[src/common/hspc_pkg.sv]
//==============================================================================
// Contract
// - Linear mode counts between limits; crossing one flags under/overflow and halts.
// - Ring mode increment past ring maximum wraps to 0 and continues upward.
// - Ring mode decrement below 0 loads ring maximum and continues downward.
// - Ring mode never flags under/overflow; count stays in 0 to ring maximum.
// - Ring maximum is 32-bit unsigned, loaded at startup or by runtime command.
// - Ring maximum of zero behaves as FFFF FFFF hex.
// - Ring maximum change refused while a comparison runs on that counter.
// - Comparison refused to start if any table entry exceeds ring maximum.
// - Accepted ring maximum change clears the count value to 0.
// - Reset forces count to 0; per counter choose index+software or software only; the code's index method clears on index only, with no software clear.
// - Index method: count clears on index rising while armed reset bit is set.
// - Reset bit level is sampled only at scan start; arming starts next cycle.
// - Software method: off-to-on of reset bit at scan start clears count then.
// - Per counter option: reset stops comparison or lets it continue from zero.
// - Each I/O refresh copies every count into upper and lower 16-bit words.
// - Each interrupt input event latches the count for later reading.
// - Counter 0 alone measures input frequency in hertz as a 32-bit value.
// - Frequency ranges to 0003 0D40 hex differential, 0001 86A0 hex otherwise.
// - Frequency above the mode maximum saturates at that maximum.
// - Frequency measurement runs alongside counting without disturbing it.
// - Counter 0 converts frequency to r/min or count to revolutions via pulses/rev.
// - Increment mode counts only rising edges of one input, never decrements.
//==============================================================================
package hspc_pkg;

    localparam int unsigned NUM_CNT = 4;
    localparam int unsigned CNT_W   = 32;
    localparam int unsigned HALF_W  = 16;

    // Input decoding methods
    localparam logic [1:0] MODE_INCREMENT = 2'h0;
    localparam logic [1:0] MODE_DIFF_4X   = 2'h1;
    localparam logic [1:0] MODE_UP_DOWN   = 2'h2;
    localparam logic [1:0] MODE_PULSE_DIR = 2'h3;

    // Linear range as signed 32-bit limits
    localparam logic [31:0] LIN_LOWER = 32'h8000_0000;
    localparam logic [31:0] LIN_UPPER = 32'h7FFF_FFFF;

    localparam logic [31:0] RING_MAX_RESET = 32'h0000_0000;
    localparam logic [31:0] RING_MAX_FULL  = 32'hFFFF_FFFF;
    localparam logic [31:0] COUNT_RESET    = 32'h0000_0000;

    localparam logic [31:0] FREQ_MAX_DIFF  = 32'h0003_0D40;
    localparam logic [31:0] FREQ_MAX_OTHER = 32'h0001_86A0;

    localparam logic [31:0] SEC_PER_MIN = 32'h0000_003C;

    // Frequency gate time: one second
    localparam longint unsigned CLK_HZ         = 10_000_000;
    localparam longint unsigned FREQ_WINDOW_MS = 1000;
    localparam longint unsigned FREQ_WINDOW_CYC = (CLK_HZ * FREQ_WINDOW_MS) / 1000;

    localparam logic [5:0] DIV_STEPS = 6'h20;

    typedef struct packed {
        logic       ring_mode;
        logic       reset_sw_only;
        logic [1:0] input_mode;
        logic       cmp_continue;
    } hspc_cfg_type;

    typedef struct packed {
        logic overflow;
        logic underflow;
        logic cmp_active;
        logic index_armed;
        logic count_up;
    } hspc_stat_type;

    typedef struct packed {
        logic [15:0] upper;
        logic [15:0] lower;
    } hspc_words_type;

endpackage : hspc_pkg

[src/logic/hspc_counter.sv]
`timescale 1ns/1ps
module hspc_counter #(
    parameter int unsigned  N_CNT         = 4,
    parameter int unsigned  WINDOW_CYCLES = 10_000_000
) (
    // Clock and reset
    input  wire logic                                  CLK,
    input  wire logic                                  RST_N,
    // Encoder pins (asynchronous)
    input  wire logic [N_CNT-1:0]                      PHASE_A,
    input  wire logic [N_CNT-1:0]                      PHASE_B,
    input  wire logic [N_CNT-1:0]                      INDEX_Z,
    input  wire logic [N_CNT-1:0]                      INT_IN,
    // Controller timing
    input  wire logic                                  SCAN_START,
    input  wire logic                                  IO_REFRESH,
    // Configuration and reset bits
    input  wire hspc_pkg::hspc_cfg_type [N_CNT-1:0]    CFG,
    input  wire logic [N_CNT-1:0]                      COUNTER_RESET_BITS,
    // Ring maximum load
    input  wire logic [N_CNT-1:0]                      RING_MAX_WR,
    input  wire logic [31:0]                           RING_MAX_DATA,
    output logic [N_CNT-1:0][31:0]                     RING_MAX,
    output logic                                       RING_MAX_REFUSED,
    // Count write
    input  wire logic [N_CNT-1:0]                      COUNT_WR,
    input  wire logic [31:0]                           COUNT_WR_DATA,
    // Comparison control
    input  wire logic [N_CNT-1:0]                      CMP_START,
    input  wire logic [N_CNT-1:0]                      CMP_STOP,
    input  wire logic [31:0]                           CMP_TABLE_MAX,
    output logic                                       CMP_REFUSED,
    // Count readout
    output hspc_pkg::hspc_words_type [N_CNT-1:0]       COUNT_WORDS,
    output hspc_pkg::hspc_words_type [N_CNT-1:0]       LATCHED_WORDS,
    input  wire logic                                  PV_RD_REQ,
    input  wire logic [1:0]                            PV_RD_SEL,
    output logic [31:0]                                PV_RD_DATA,
    output logic                                       PV_RD_ACK,
    output hspc_pkg::hspc_stat_type [N_CNT-1:0]        STATUS,
    // Frequency and rotation (counter 0)
    input  wire logic                                  FREQ_REQ,
    output logic [31:0]                                FREQ_DATA,
    output logic                                       FREQ_ACK,
    input  wire logic                                  ROT_REQ,
    input  wire logic                                  ROT_TOTAL,
    input  wire logic [31:0]                           PULSES_PER_ROT,
    output logic [31:0]                                ROT_DATA,
    output logic                                       ROT_DONE,
    output logic                                       ROT_BUSY
);
    import hspc_pkg::*;

    //==========================================================================
    // Reset release and pin synchronisers
    //==========================================================================
    logic [1:0] rst_sync_q;
    logic       rst_n;

    always_ff @(posedge CLK or negedge RST_N)
    begin
        if (!RST_N)
            rst_sync_q <= 2'h0;
        else
            rst_sync_q <= {rst_sync_q[0], 1'b1};
    end
    assign rst_n = rst_sync_q[1];

    // Stages 0 and 1 synchronise, stage 2 is the previous value for edges
    logic [N_CNT-1:0] a_s0_q, a_s1_q, a_s2_q;
    logic [N_CNT-1:0] b_s0_q, b_s1_q, b_s2_q;
    logic [N_CNT-1:0] z_s0_q, z_s1_q, z_s2_q;
    logic [N_CNT-1:0] i_s0_q, i_s1_q, i_s2_q;

    always_ff @(posedge CLK or negedge rst_n)
    begin
        if (!rst_n)
        begin
            {a_s0_q, a_s1_q, a_s2_q} <= '0;
            {b_s0_q, b_s1_q, b_s2_q} <= '0;
            {z_s0_q, z_s1_q, z_s2_q} <= '0;
            {i_s0_q, i_s1_q, i_s2_q} <= '0;
        end
        else
        begin
            a_s0_q <= PHASE_A;
            a_s1_q <= a_s0_q;
            a_s2_q <= a_s1_q;
            b_s0_q <= PHASE_B;
            b_s1_q <= b_s0_q;
            b_s2_q <= b_s1_q;
            z_s0_q <= INDEX_Z;
            z_s1_q <= z_s0_q;
            z_s2_q <= z_s1_q;
            i_s0_q <= INT_IN;
            i_s1_q <= i_s0_q;
            i_s2_q <= i_s1_q;
        end
    end

    //==========================================================================
    // Input decoding: returns {up, down}
    //==========================================================================
    function automatic logic [1:0] hspc_decode(input logic [1:0] mode,
                                               input logic a_old, input logic a_new,
                                               input logic b_old, input logic b_new);
        logic a_rise;
        logic b_rise;
        logic a_chg;
        logic b_chg;
        a_rise = !a_old && a_new;
        b_rise = !b_old && b_new;
        a_chg  = a_old ^ a_new;
        b_chg  = b_old ^ b_new;
        case (mode)
            MODE_INCREMENT: hspc_decode = {a_rise, 1'b0};
            MODE_DIFF_4X:
                if (a_chg && !b_chg)
                    hspc_decode = (a_new ^ b_new) ? 2'h2 : 2'h1;
                else if (b_chg && !a_chg)
                    hspc_decode = (a_new ^ b_new) ? 2'h1 : 2'h2;
                else
                    hspc_decode = 2'h0;
            // A is the up pulse, B the down pulse; both at once cancel
            MODE_UP_DOWN:   hspc_decode = (a_rise && b_rise) ? 2'h0 : {a_rise, b_rise};
            MODE_PULSE_DIR: hspc_decode = {a_rise && b_new, a_rise && !b_new};
            default:        hspc_decode = 2'h0;
        endcase
    endfunction : hspc_decode

    //==========================================================================
    // Per-counter logic
    //==========================================================================
    logic [N_CNT-1:0][31:0] count_q;
    logic [N_CNT-1:0][31:0] ring_max_q;
    logic [N_CNT-1:0]       rst_bit_q;
    logic [N_CNT-1:0]       cmp_active_q;
    logic [N_CNT-1:0]       ovf_q;
    logic [N_CNT-1:0]       unf_q;
    logic [N_CNT-1:0]       dir_up_q;
    logic [N_CNT-1:0]       ring_refused;
    logic [N_CNT-1:0]       cmp_refused;
    logic [N_CNT-1:0]       up_ev;

    genvar g;
    generate
        for (g = 0; g < N_CNT; g++)
        begin : g_cnt
            logic [1:0]  step;
            logic [31:0] eff_max;
            logic        sw_clear;
            logic        idx_clear;
            logic        clear;
            logic        ring_ok;

            assign step      = hspc_decode(CFG[g].input_mode, a_s2_q[g], a_s1_q[g],
                                           b_s2_q[g], b_s1_q[g]);
            assign up_ev[g]  = step[1];
            assign eff_max   = (ring_max_q[g] == RING_MAX_RESET) ?
                               RING_MAX_FULL : ring_max_q[g];
            assign sw_clear  = CFG[g].reset_sw_only && SCAN_START &&
                               COUNTER_RESET_BITS[g] && !rst_bit_q[g];
            assign idx_clear = !CFG[g].reset_sw_only && rst_bit_q[g] &&
                               z_s1_q[g] && !z_s2_q[g];
            assign clear     = sw_clear || idx_clear;
            assign ring_ok   = RING_MAX_WR[g] && !cmp_active_q[g];
            assign ring_refused[g] = RING_MAX_WR[g] && cmp_active_q[g];
            assign cmp_refused[g]  = CMP_START[g] && CFG[g].ring_mode &&
                                     (CMP_TABLE_MAX > eff_max);

            // Reset bit level is only looked at when a scan begins
            always_ff @(posedge CLK or negedge rst_n)
            begin
                if (!rst_n)
                    rst_bit_q[g] <= 1'b0;
                else if (SCAN_START)
                    rst_bit_q[g] <= COUNTER_RESET_BITS[g];
            end

            always_ff @(posedge CLK or negedge rst_n)
            begin
                if (!rst_n)
                    ring_max_q[g] <= RING_MAX_RESET;
                else if (ring_ok)
                    ring_max_q[g] <= RING_MAX_DATA;
            end

            always_ff @(posedge CLK or negedge rst_n)
            begin
                if (!rst_n)
                    cmp_active_q[g] <= 1'b0;
                else if (CMP_STOP[g])
                    cmp_active_q[g] <= 1'b0;
                else if (CMP_START[g] && !cmp_refused[g])
                    cmp_active_q[g] <= 1'b1;
                else if (clear && !CFG[g].cmp_continue)
                    cmp_active_q[g] <= 1'b0;
            end

            // Direction follows the last decoded edge
            always_ff @(posedge CLK or negedge rst_n)
            begin
                if (!rst_n)
                    dir_up_q[g] <= 1'b1;
                else if (step[1] || step[0])
                    dir_up_q[g] <= step[1];
            end

            always_ff @(posedge CLK or negedge rst_n)
            begin
                if (!rst_n)
                begin
                    count_q[g] <= COUNT_RESET;
                    ovf_q[g]   <= 1'b0;
                    unf_q[g]   <= 1'b0;
                end
                else if (clear || ring_ok)
                begin
                    count_q[g] <= COUNT_RESET;
                    ovf_q[g]   <= 1'b0;
                    unf_q[g]   <= 1'b0;
                end
                else if (COUNT_WR[g])
                begin
                    count_q[g] <= COUNT_WR_DATA;
                    ovf_q[g]   <= 1'b0;
                    unf_q[g]   <= 1'b0;
                end
                else if (CFG[g].ring_mode)
                begin
                    ovf_q[g] <= 1'b0;
                    unf_q[g] <= 1'b0;
                    if (step[1])
                        count_q[g] <= (count_q[g] >= eff_max) ?
                                      COUNT_RESET : count_q[g] + 32'h1;
                    else if (step[0])
                        count_q[g] <= (count_q[g] == COUNT_RESET) ?
                                      eff_max : count_q[g] - 32'h1;
                end
                else if (!ovf_q[g] && !unf_q[g])
                begin
                    if (step[1])
                    begin
                        if (count_q[g] == LIN_UPPER)
                            ovf_q[g] <= 1'b1;
                        else
                            count_q[g] <= count_q[g] + 32'h1;
                    end
                    else if (step[0])
                    begin
                        if (count_q[g] == LIN_LOWER)
                            unf_q[g] <= 1'b1;
                        else
                            count_q[g] <= count_q[g] - 32'h1;
                    end
                end
            end

            always_ff @(posedge CLK or negedge rst_n)
            begin
                if (!rst_n)
                    COUNT_WORDS[g] <= '0;
                else if (IO_REFRESH)
                    COUNT_WORDS[g] <= {count_q[g][31:16], count_q[g][15:0]};
            end

            // Interrupt input edge captures the count before the task runs
            always_ff @(posedge CLK or negedge rst_n)
            begin
                if (!rst_n)
                    LATCHED_WORDS[g] <= '0;
                else if (i_s1_q[g] && !i_s2_q[g])
                    LATCHED_WORDS[g] <= {count_q[g][31:16], count_q[g][15:0]};
            end

            assign RING_MAX[g] = ring_max_q[g];
            assign STATUS[g]   = '{overflow: ovf_q[g], underflow: unf_q[g],
                                   cmp_active: cmp_active_q[g],
                                   index_armed: rst_bit_q[g] && !CFG[g].reset_sw_only,
                                   count_up: dir_up_q[g]};
        end
    endgenerate

    always_ff @(posedge CLK or negedge rst_n)
    begin
        if (!rst_n)
        begin
            RING_MAX_REFUSED <= 1'b0;
            CMP_REFUSED      <= 1'b0;
        end
        else
        begin
            RING_MAX_REFUSED <= |ring_refused;
            CMP_REFUSED      <= |cmp_refused;
        end
    end

    //==========================================================================
    // On-demand count read
    //==========================================================================
    always_ff @(posedge CLK or negedge rst_n)
    begin
        if (!rst_n)
        begin
            PV_RD_DATA <= '0;
            PV_RD_ACK  <= 1'b0;
        end
        else
        begin
            PV_RD_ACK <= PV_RD_REQ;
            if (PV_RD_REQ)
                PV_RD_DATA <= count_q[PV_RD_SEL];
        end
    end

    //==========================================================================
    // Frequency measurement, counter 0 only
    //==========================================================================
    // Counts up-edges over a one second gate from its own taps of the decoded
    // steps, so the counting path itself carries no extra load.
    logic [31:0] win_cnt_q;
    logic [31:0] edge_cnt_q;
    logic [31:0] freq_q;
    logic [31:0] freq_max;

    assign freq_max = (CFG[0].input_mode == MODE_DIFF_4X) ?
                      FREQ_MAX_DIFF : FREQ_MAX_OTHER;

    always_ff @(posedge CLK or negedge rst_n)
    begin
        if (!rst_n)
        begin
            win_cnt_q  <= '0;
            edge_cnt_q <= '0;
            freq_q     <= '0;
        end
        else if (win_cnt_q == WINDOW_CYCLES - 1)
        begin
            win_cnt_q  <= '0;
            edge_cnt_q <= '0;
            freq_q     <= (edge_cnt_q > freq_max) ? freq_max : edge_cnt_q;
        end
        else
        begin
            win_cnt_q <= win_cnt_q + 32'h1;
            if (up_ev[0] && edge_cnt_q != RING_MAX_FULL)
                edge_cnt_q <= edge_cnt_q + 32'h1;
        end
    end

    always_ff @(posedge CLK or negedge rst_n)
    begin
        if (!rst_n)
        begin
            FREQ_DATA <= '0;
            FREQ_ACK  <= 1'b0;
        end
        else
        begin
            FREQ_ACK <= FREQ_REQ;
            if (FREQ_REQ)
                FREQ_DATA <= freq_q;
        end
    end

    //==========================================================================
    // Rotation conversion by serial division
    //==========================================================================
    // One quotient bit per cycle keeps the divider small; a result takes
    // 33 cycles, which is far below any scan time.
    typedef enum logic {DIV_IDLE, DIV_RUN} hspc_div_type;

    hspc_div_type div_state_q;
    logic [63:0]  rpm_product;
    logic [32:0]  rem_q;
    logic [31:0]  quo_q;
    logic [31:0]  divisor_q;
    logic [5:0]   step_q;
    logic [32:0]  rem_shift;

    assign rpm_product = freq_q * SEC_PER_MIN;
    assign rem_shift   = {rem_q[31:0], quo_q[31]};

    always_ff @(posedge CLK or negedge rst_n)
    begin
        if (!rst_n)
        begin
            div_state_q <= DIV_IDLE;
            rem_q       <= '0;
            quo_q       <= '0;
            divisor_q   <= '0;
            step_q      <= '0;
            ROT_DATA    <= '0;
            ROT_DONE    <= 1'b0;
        end
        else
        begin
            ROT_DONE <= 1'b0;
            case (div_state_q)
                DIV_IDLE:
                    if (ROT_REQ)
                    begin
                        rem_q       <= '0;
                        quo_q       <= ROT_TOTAL ? count_q[0] : rpm_product[31:0];
                        divisor_q   <= PULSES_PER_ROT;
                        step_q      <= '0;
                        div_state_q <= DIV_RUN;
                    end
                DIV_RUN:
                    if (step_q == DIV_STEPS)
                    begin
                        ROT_DATA    <= (divisor_q == '0) ? RING_MAX_FULL : quo_q;
                        ROT_DONE    <= 1'b1;
                        div_state_q <= DIV_IDLE;
                    end
                    else
                    begin
                        step_q <= step_q + 6'h1;
                        if (rem_shift >= {1'b0, divisor_q})
                        begin
                            rem_q <= rem_shift - {1'b0, divisor_q};
                            quo_q <= {quo_q[30:0], 1'b1};
                        end
                        else
                        begin
                            rem_q <= rem_shift;
                            quo_q <= {quo_q[30:0], 1'b0};
                        end
                    end
                default: div_state_q <= DIV_IDLE;
            endcase
        end
    end

    assign ROT_BUSY = (div_state_q == DIV_RUN);

endmodule : hspc_counter

[config.mk]
export PLATFORM = sky130hd
export DESIGN_NAME = hspc_counter
export DESIGN_NICKNAME = d
export VERILOG_FILES = /design/src/common/hspc_pkg.sv /design/src/logic/hspc_counter.sv
export SDC_FILE = /design/constraint.sdc
export NUM_CORES = 2
export LEC_CHECK = 0
export ABC_AREA = 1
export BUFFER_PORTS_ARGS = -buffer_cell sky130_fd_sc_hd__buf_4
export CORE_ASPECT_RATIO = 0.9
export CORE_UTILIZATION = 45
export CTS_BUF_LIST = sky130_fd_sc_hd__clkbuf_4 sky130_fd_sc_hd__clkbuf_8
export DETAILED_ROUTE_END_ITERATION = 7
export GPL_TIMING_DRIVEN = 0
export PLACE_DENSITY = 0.74
export SYNTH_ARGS = -nofsm -noshare
export SYNTH_HDL_FRONTEND = slang
export SYNTH_SLANG_ARGS = --single-unit
[constraint.sdc]
create_clock -name CLK -period 38.5 [get_ports CLK]
set_clock_uncertainty 0.2 [all_clocks]
set_input_delay 7.7 -clock CLK [delete_from_list [all_inputs] [get_ports CLK]]
set_output_delay 7.7 -clock CLK [all_outputs]
set_load 0.005 [all_outputs]
==> impl_summary.md <==
Route
Detailed routing inserted a total of around 62000 vias. In the routed layout, each cell is associated on average with a via count of around 6.0. The DRC violations left is 1.

The routed design has 282000 µm of wire. The number of nets with antenna violations after routing is 0. For this block, the initial DRC count from the detailed router was around 8000. Dividing the detail-routed wire length by the instance count gives between 20 and 30 µm.

The first detailed-routing pass took 8 iterations.

STA
In this run the tightest slew margin relative to its limit is -0.115. Dividing the final minimum period by the clock period gives 0.416. The number of endpoints with negative hold slack in the final report came to 0. The worst hold margin is about 0.14 ns. The final critical-path required period is 16.01 ns. The achievable clock frequency is roughly 0.062 GHz. Setup total negative slack on the finished layout was measured at 0 ns.

The count of pins over their slew limit is 8. Setup repair after global routing left no endpoint under its margin. The final-report setup violation count is 0. At the pin with the least slew margin, the transition time is roughly 1.7 ns.

Critical path
The type of the setup path with the least slack is primary input to output port. The worst setup path is launched from a primary input. STA classifies the critical path endpoint as an output port. The arrival time at the worst endpoint is about 8.1 ns. At the worst endpoint, the required time is just over 30 ns. The maximum fanout along the worst path is 2. The worst reg-to-reg setup slack is ~33 ns.

Global routing
For met3 alone, demand over resource in global routing was 0.115. The via count of the first global-routing pass is between 50000 and 60000. For this run, global-route usage on met1 was measured as 0.572. The wire length of the first global-routing pass is 402000 µm. The global route total overflow is 0.

The pin count of the biggest net entering global routing is 73. The global-route total usage across every layer is 0.422. In the global route stage, met2 resource usage came out at 0.618. The number of antenna violations at the first check in global routing came to 26. The layer with the highest usage is met2.

Placement
The number of input and output port buffers inserted is between 600 and 700. The wire-length estimate of the detail-placed layout is between 200000 and 250000 µm. The last weighted congestion value of the routability-driven placer is 1.07.

Logic synthesis
The count of synthesis-stage warnings from yosys is 0. The share of synthesized area in the top cell type comes to 0.380. The commonest cells after synthesis are 1764 x sky130_fd_sc_hd__nand2_1, 909 x sky130_fd_sc_hd__nor2_1, 878 x sky130_fd_sc_hd__dfrtp_1. The dominant register cell in the synthesized netlist is sky130_fd_sc_hd__dfrtp_1. The biggest area contributor in the post-synthesis netlist is sky130_fd_sc_hd__dfrtp_1. The cell area after technology mapping is between 50000 and 60000 µm². Counting flops and latches in the post-synthesis netlist gives between 800 and 900. The synthesized net count is approximately 8300. The synthesized instance count is 7744.

sky130_fd_sc_hd__nand2_1 is the most common cell in the netlist. In the synthesized netlist the async set-or-reset flop fraction comes to 1.00. The per-instance average area after synthesis is 7.47 µm². In this run, distinct cell masters in the synthesized netlist total 74.

Yosys mapped a number of flops with a built-in enable equal to 0. For this run, the register share of the synthesized area comes to 0.382. By area the synthesized netlist is led by sky130_fd_sc_hd__dfrtp_1 38%, sky130_fd_sc_hd__nand2_1 11%, sky130_fd_sc_hd__ha_1 7.4%.

Min path
The class of the tightest hold or removal check is flop to asynchronous set/reset pin.

Clocking
The CTS tree is yes. The post-cts repair resize count is 0. The insertion delay of the later-clocked pin in the worst-skew pair is between 0.9 and 1 ns.

Clock tree synthesis found a total of 882 sinks. The clock tree buffer depth is 3. The total of hold buffers inserted after clock tree synthesis is 0. Buffers added to address setup during post-CTS repair amount to 0. The total CTS buffers is 155. The cell chosen for the clock root is sky130_fd_sc_hd__clkbuf_8.

Clock-pin slew was measured on the worst setup and hold paths at about 0.07 ns. The total number of H-tree levels is 4.

Layout
The area growth from synthesis to layout is 19.6%. The count of nets after finishing is between 9000 and 10000. The fraction of final layout cells with drive strength greater than 1 is 0.138. Fill cells in the final layout number 12300. The utilization after layout is 0.543.

Outcome
The checks that failed: design-rule violations, max-capacitance violations, max-slew violations. The run finished, with violations left.

Floorplanning
The initial utilization of the core area, before any placement, comes to 0.454. The area of the die is approximately 130000 µm². Row generation in the floorplan step produced 124 rows. The floorplan step set the die height to 342 µm. The placeable core area is ~130000 µm². For this design the top-level I/O count stands at 700.

The die extent in x is roughly 380 µm.

Power
Across the VDD grid, the largest voltage drop is approximately 0.033 mV. In this run the static leakage power is ~0.033 µW. The power density relative to cell area is roughly 56 nW/µm². The sum of internal, switching and leakage power is just under 4000 µW.

Job
The number of maximum-capacitance violations is 5.
stage by stage:
stage               cell area (µm²)  cells  worst slack (ns)
floorplan                     57800   7744             11.90
global placement              65100  10100              1.04
detailed placement            65500  10200             22.50
CTS                           69100  10400             22.50
global route                  69100  10400             22.46
finish                        69100  10500             22.49
logic make-up (layout without fill, tap and decap cells):
family / count (synthesis) / after routing / synth area share
and+or+nand+nor: 3399 / 3399 / 0.249
AOI/OAI and AO/OA: 1776 / 1776 / 0.168
buffers and inverters: 1044 / 2037 / 0.0703
DFF: 882 / 882 / 0.382
adders and majority gates: 396 / 396 / 0.0927
xor gates and xnor gates: 229 / 229 / 0.0347
muxes: 17 / 17 / 0.00331
other: 1 / 19 / 0.0000649
cell type report:
class | count | area (µm²) | share of cell area
clock inverters | 47 | 515 | 0.00746
plain buffers | 350 | 1460 | 0.0211
repair buffers | 713 | 5630 | 0.0815
multi-input cells | 5818 | 31700 | 0.458
well taps | 1701 | 2130 | 0.0308
flip-flops and latches | 882 | 22100 | 0.319
inverters | 694 | 2610 | 0.0377
diodes | 18 | 45.0 | 0.000651
clock buffers | 233 | 3000 | 0.0434
final timing paths:
kind	start	endpoint	depth (start not counted)
hold / removal	rst_sync_q[1]	COUNT_WORDS[35]	0
min in group CLK	i_s0_q[0]	i_s1_q[0]	0
setup reg to reg	RING_MAX[122]	count_q[110]	22
max in group asynchronous	RST_N	rst_sync_q[1]	1
hold reg to reg	rst_sync_q[1]	COUNT_WORDS[35]	0
setup / recovery	CFG[13]	STATUS[11]	3
per-layer routing:
layer	wire length, µm	part of all wire
met5	57	0.00020
met4	15500	0.055
met3	33100	0.12
met2	119000	0.42
met1	114000	0.41
registers in the layout, indices dropped and copies added, names as in the netlist, 6 cells and up:
register       cells
COUNT_WORDS      128
LATCHED_WORDS    128
RING_MAX         128
count_q          128
FREQ_DATA         32
PV_RD_DATA        32
ROT_DATA          32
divisor_q         32
edge_cnt_q        32
freq_q            32
quo_q             32
rem_q             32
win_cnt_q         32
STATUS            16
step_q             6
cell usage in the layout, fill, tap and decap left out, types with 29 or more instances in the layout:
master,instances
sky130_fd_sc_hd__nand4_1,139
sky130_fd_sc_hd__buf_2,41
sky130_fd_sc_hd__o21ai_0,773
sky130_fd_sc_hd__nor4_1,68
sky130_fd_sc_hd__buf_4,703
sky130_fd_sc_hd__o21ai_1,41
sky130_fd_sc_hd__o211ai_1,50
sky130_fd_sc_hd__xnor2_1,33
sky130_fd_sc_hd__fa_1,54
sky130_fd_sc_hd__clkbuf_1,264
sky130_fd_sc_hd__dfrtp_1,877
sky130_fd_sc_hd__ha_1,342
sky130_fd_sc_hd__clkbuf_4,34
sky130_fd_sc_hd__nand3_1,282
sky130_fd_sc_hd__nor3_1,126
sky130_fd_sc_hd__a211oi_1,29
sky130_fd_sc_hd__a31oi_1,56
sky130_fd_sc_hd__a21oi_1,649
sky130_fd_sc_hd__nor2_1,909
sky130_fd_sc_hd__xor2_1,196
sky130_fd_sc_hd__nand2_1,1764
sky130_fd_sc_hd__clkbuf_8,200
sky130_fd_sc_hd__inv_1,644
power breakdown:
group          internal (µW)  total (µW)  leakage [µW]  switching [µW]
registers               1110        1300        0.0110             189
clock network            562        1000       0.00185             442
logic                    559        1590        0.0205            1030
critical path, stage by stage:
cell	delay [ns]
sky130_fd_sc_hd__buf_4	0.11
sky130_fd_sc_hd__nor2_1	0.16
sky130_fd_sc_hd__buf_4	0.14
Power figures use the tool's default switching activity.
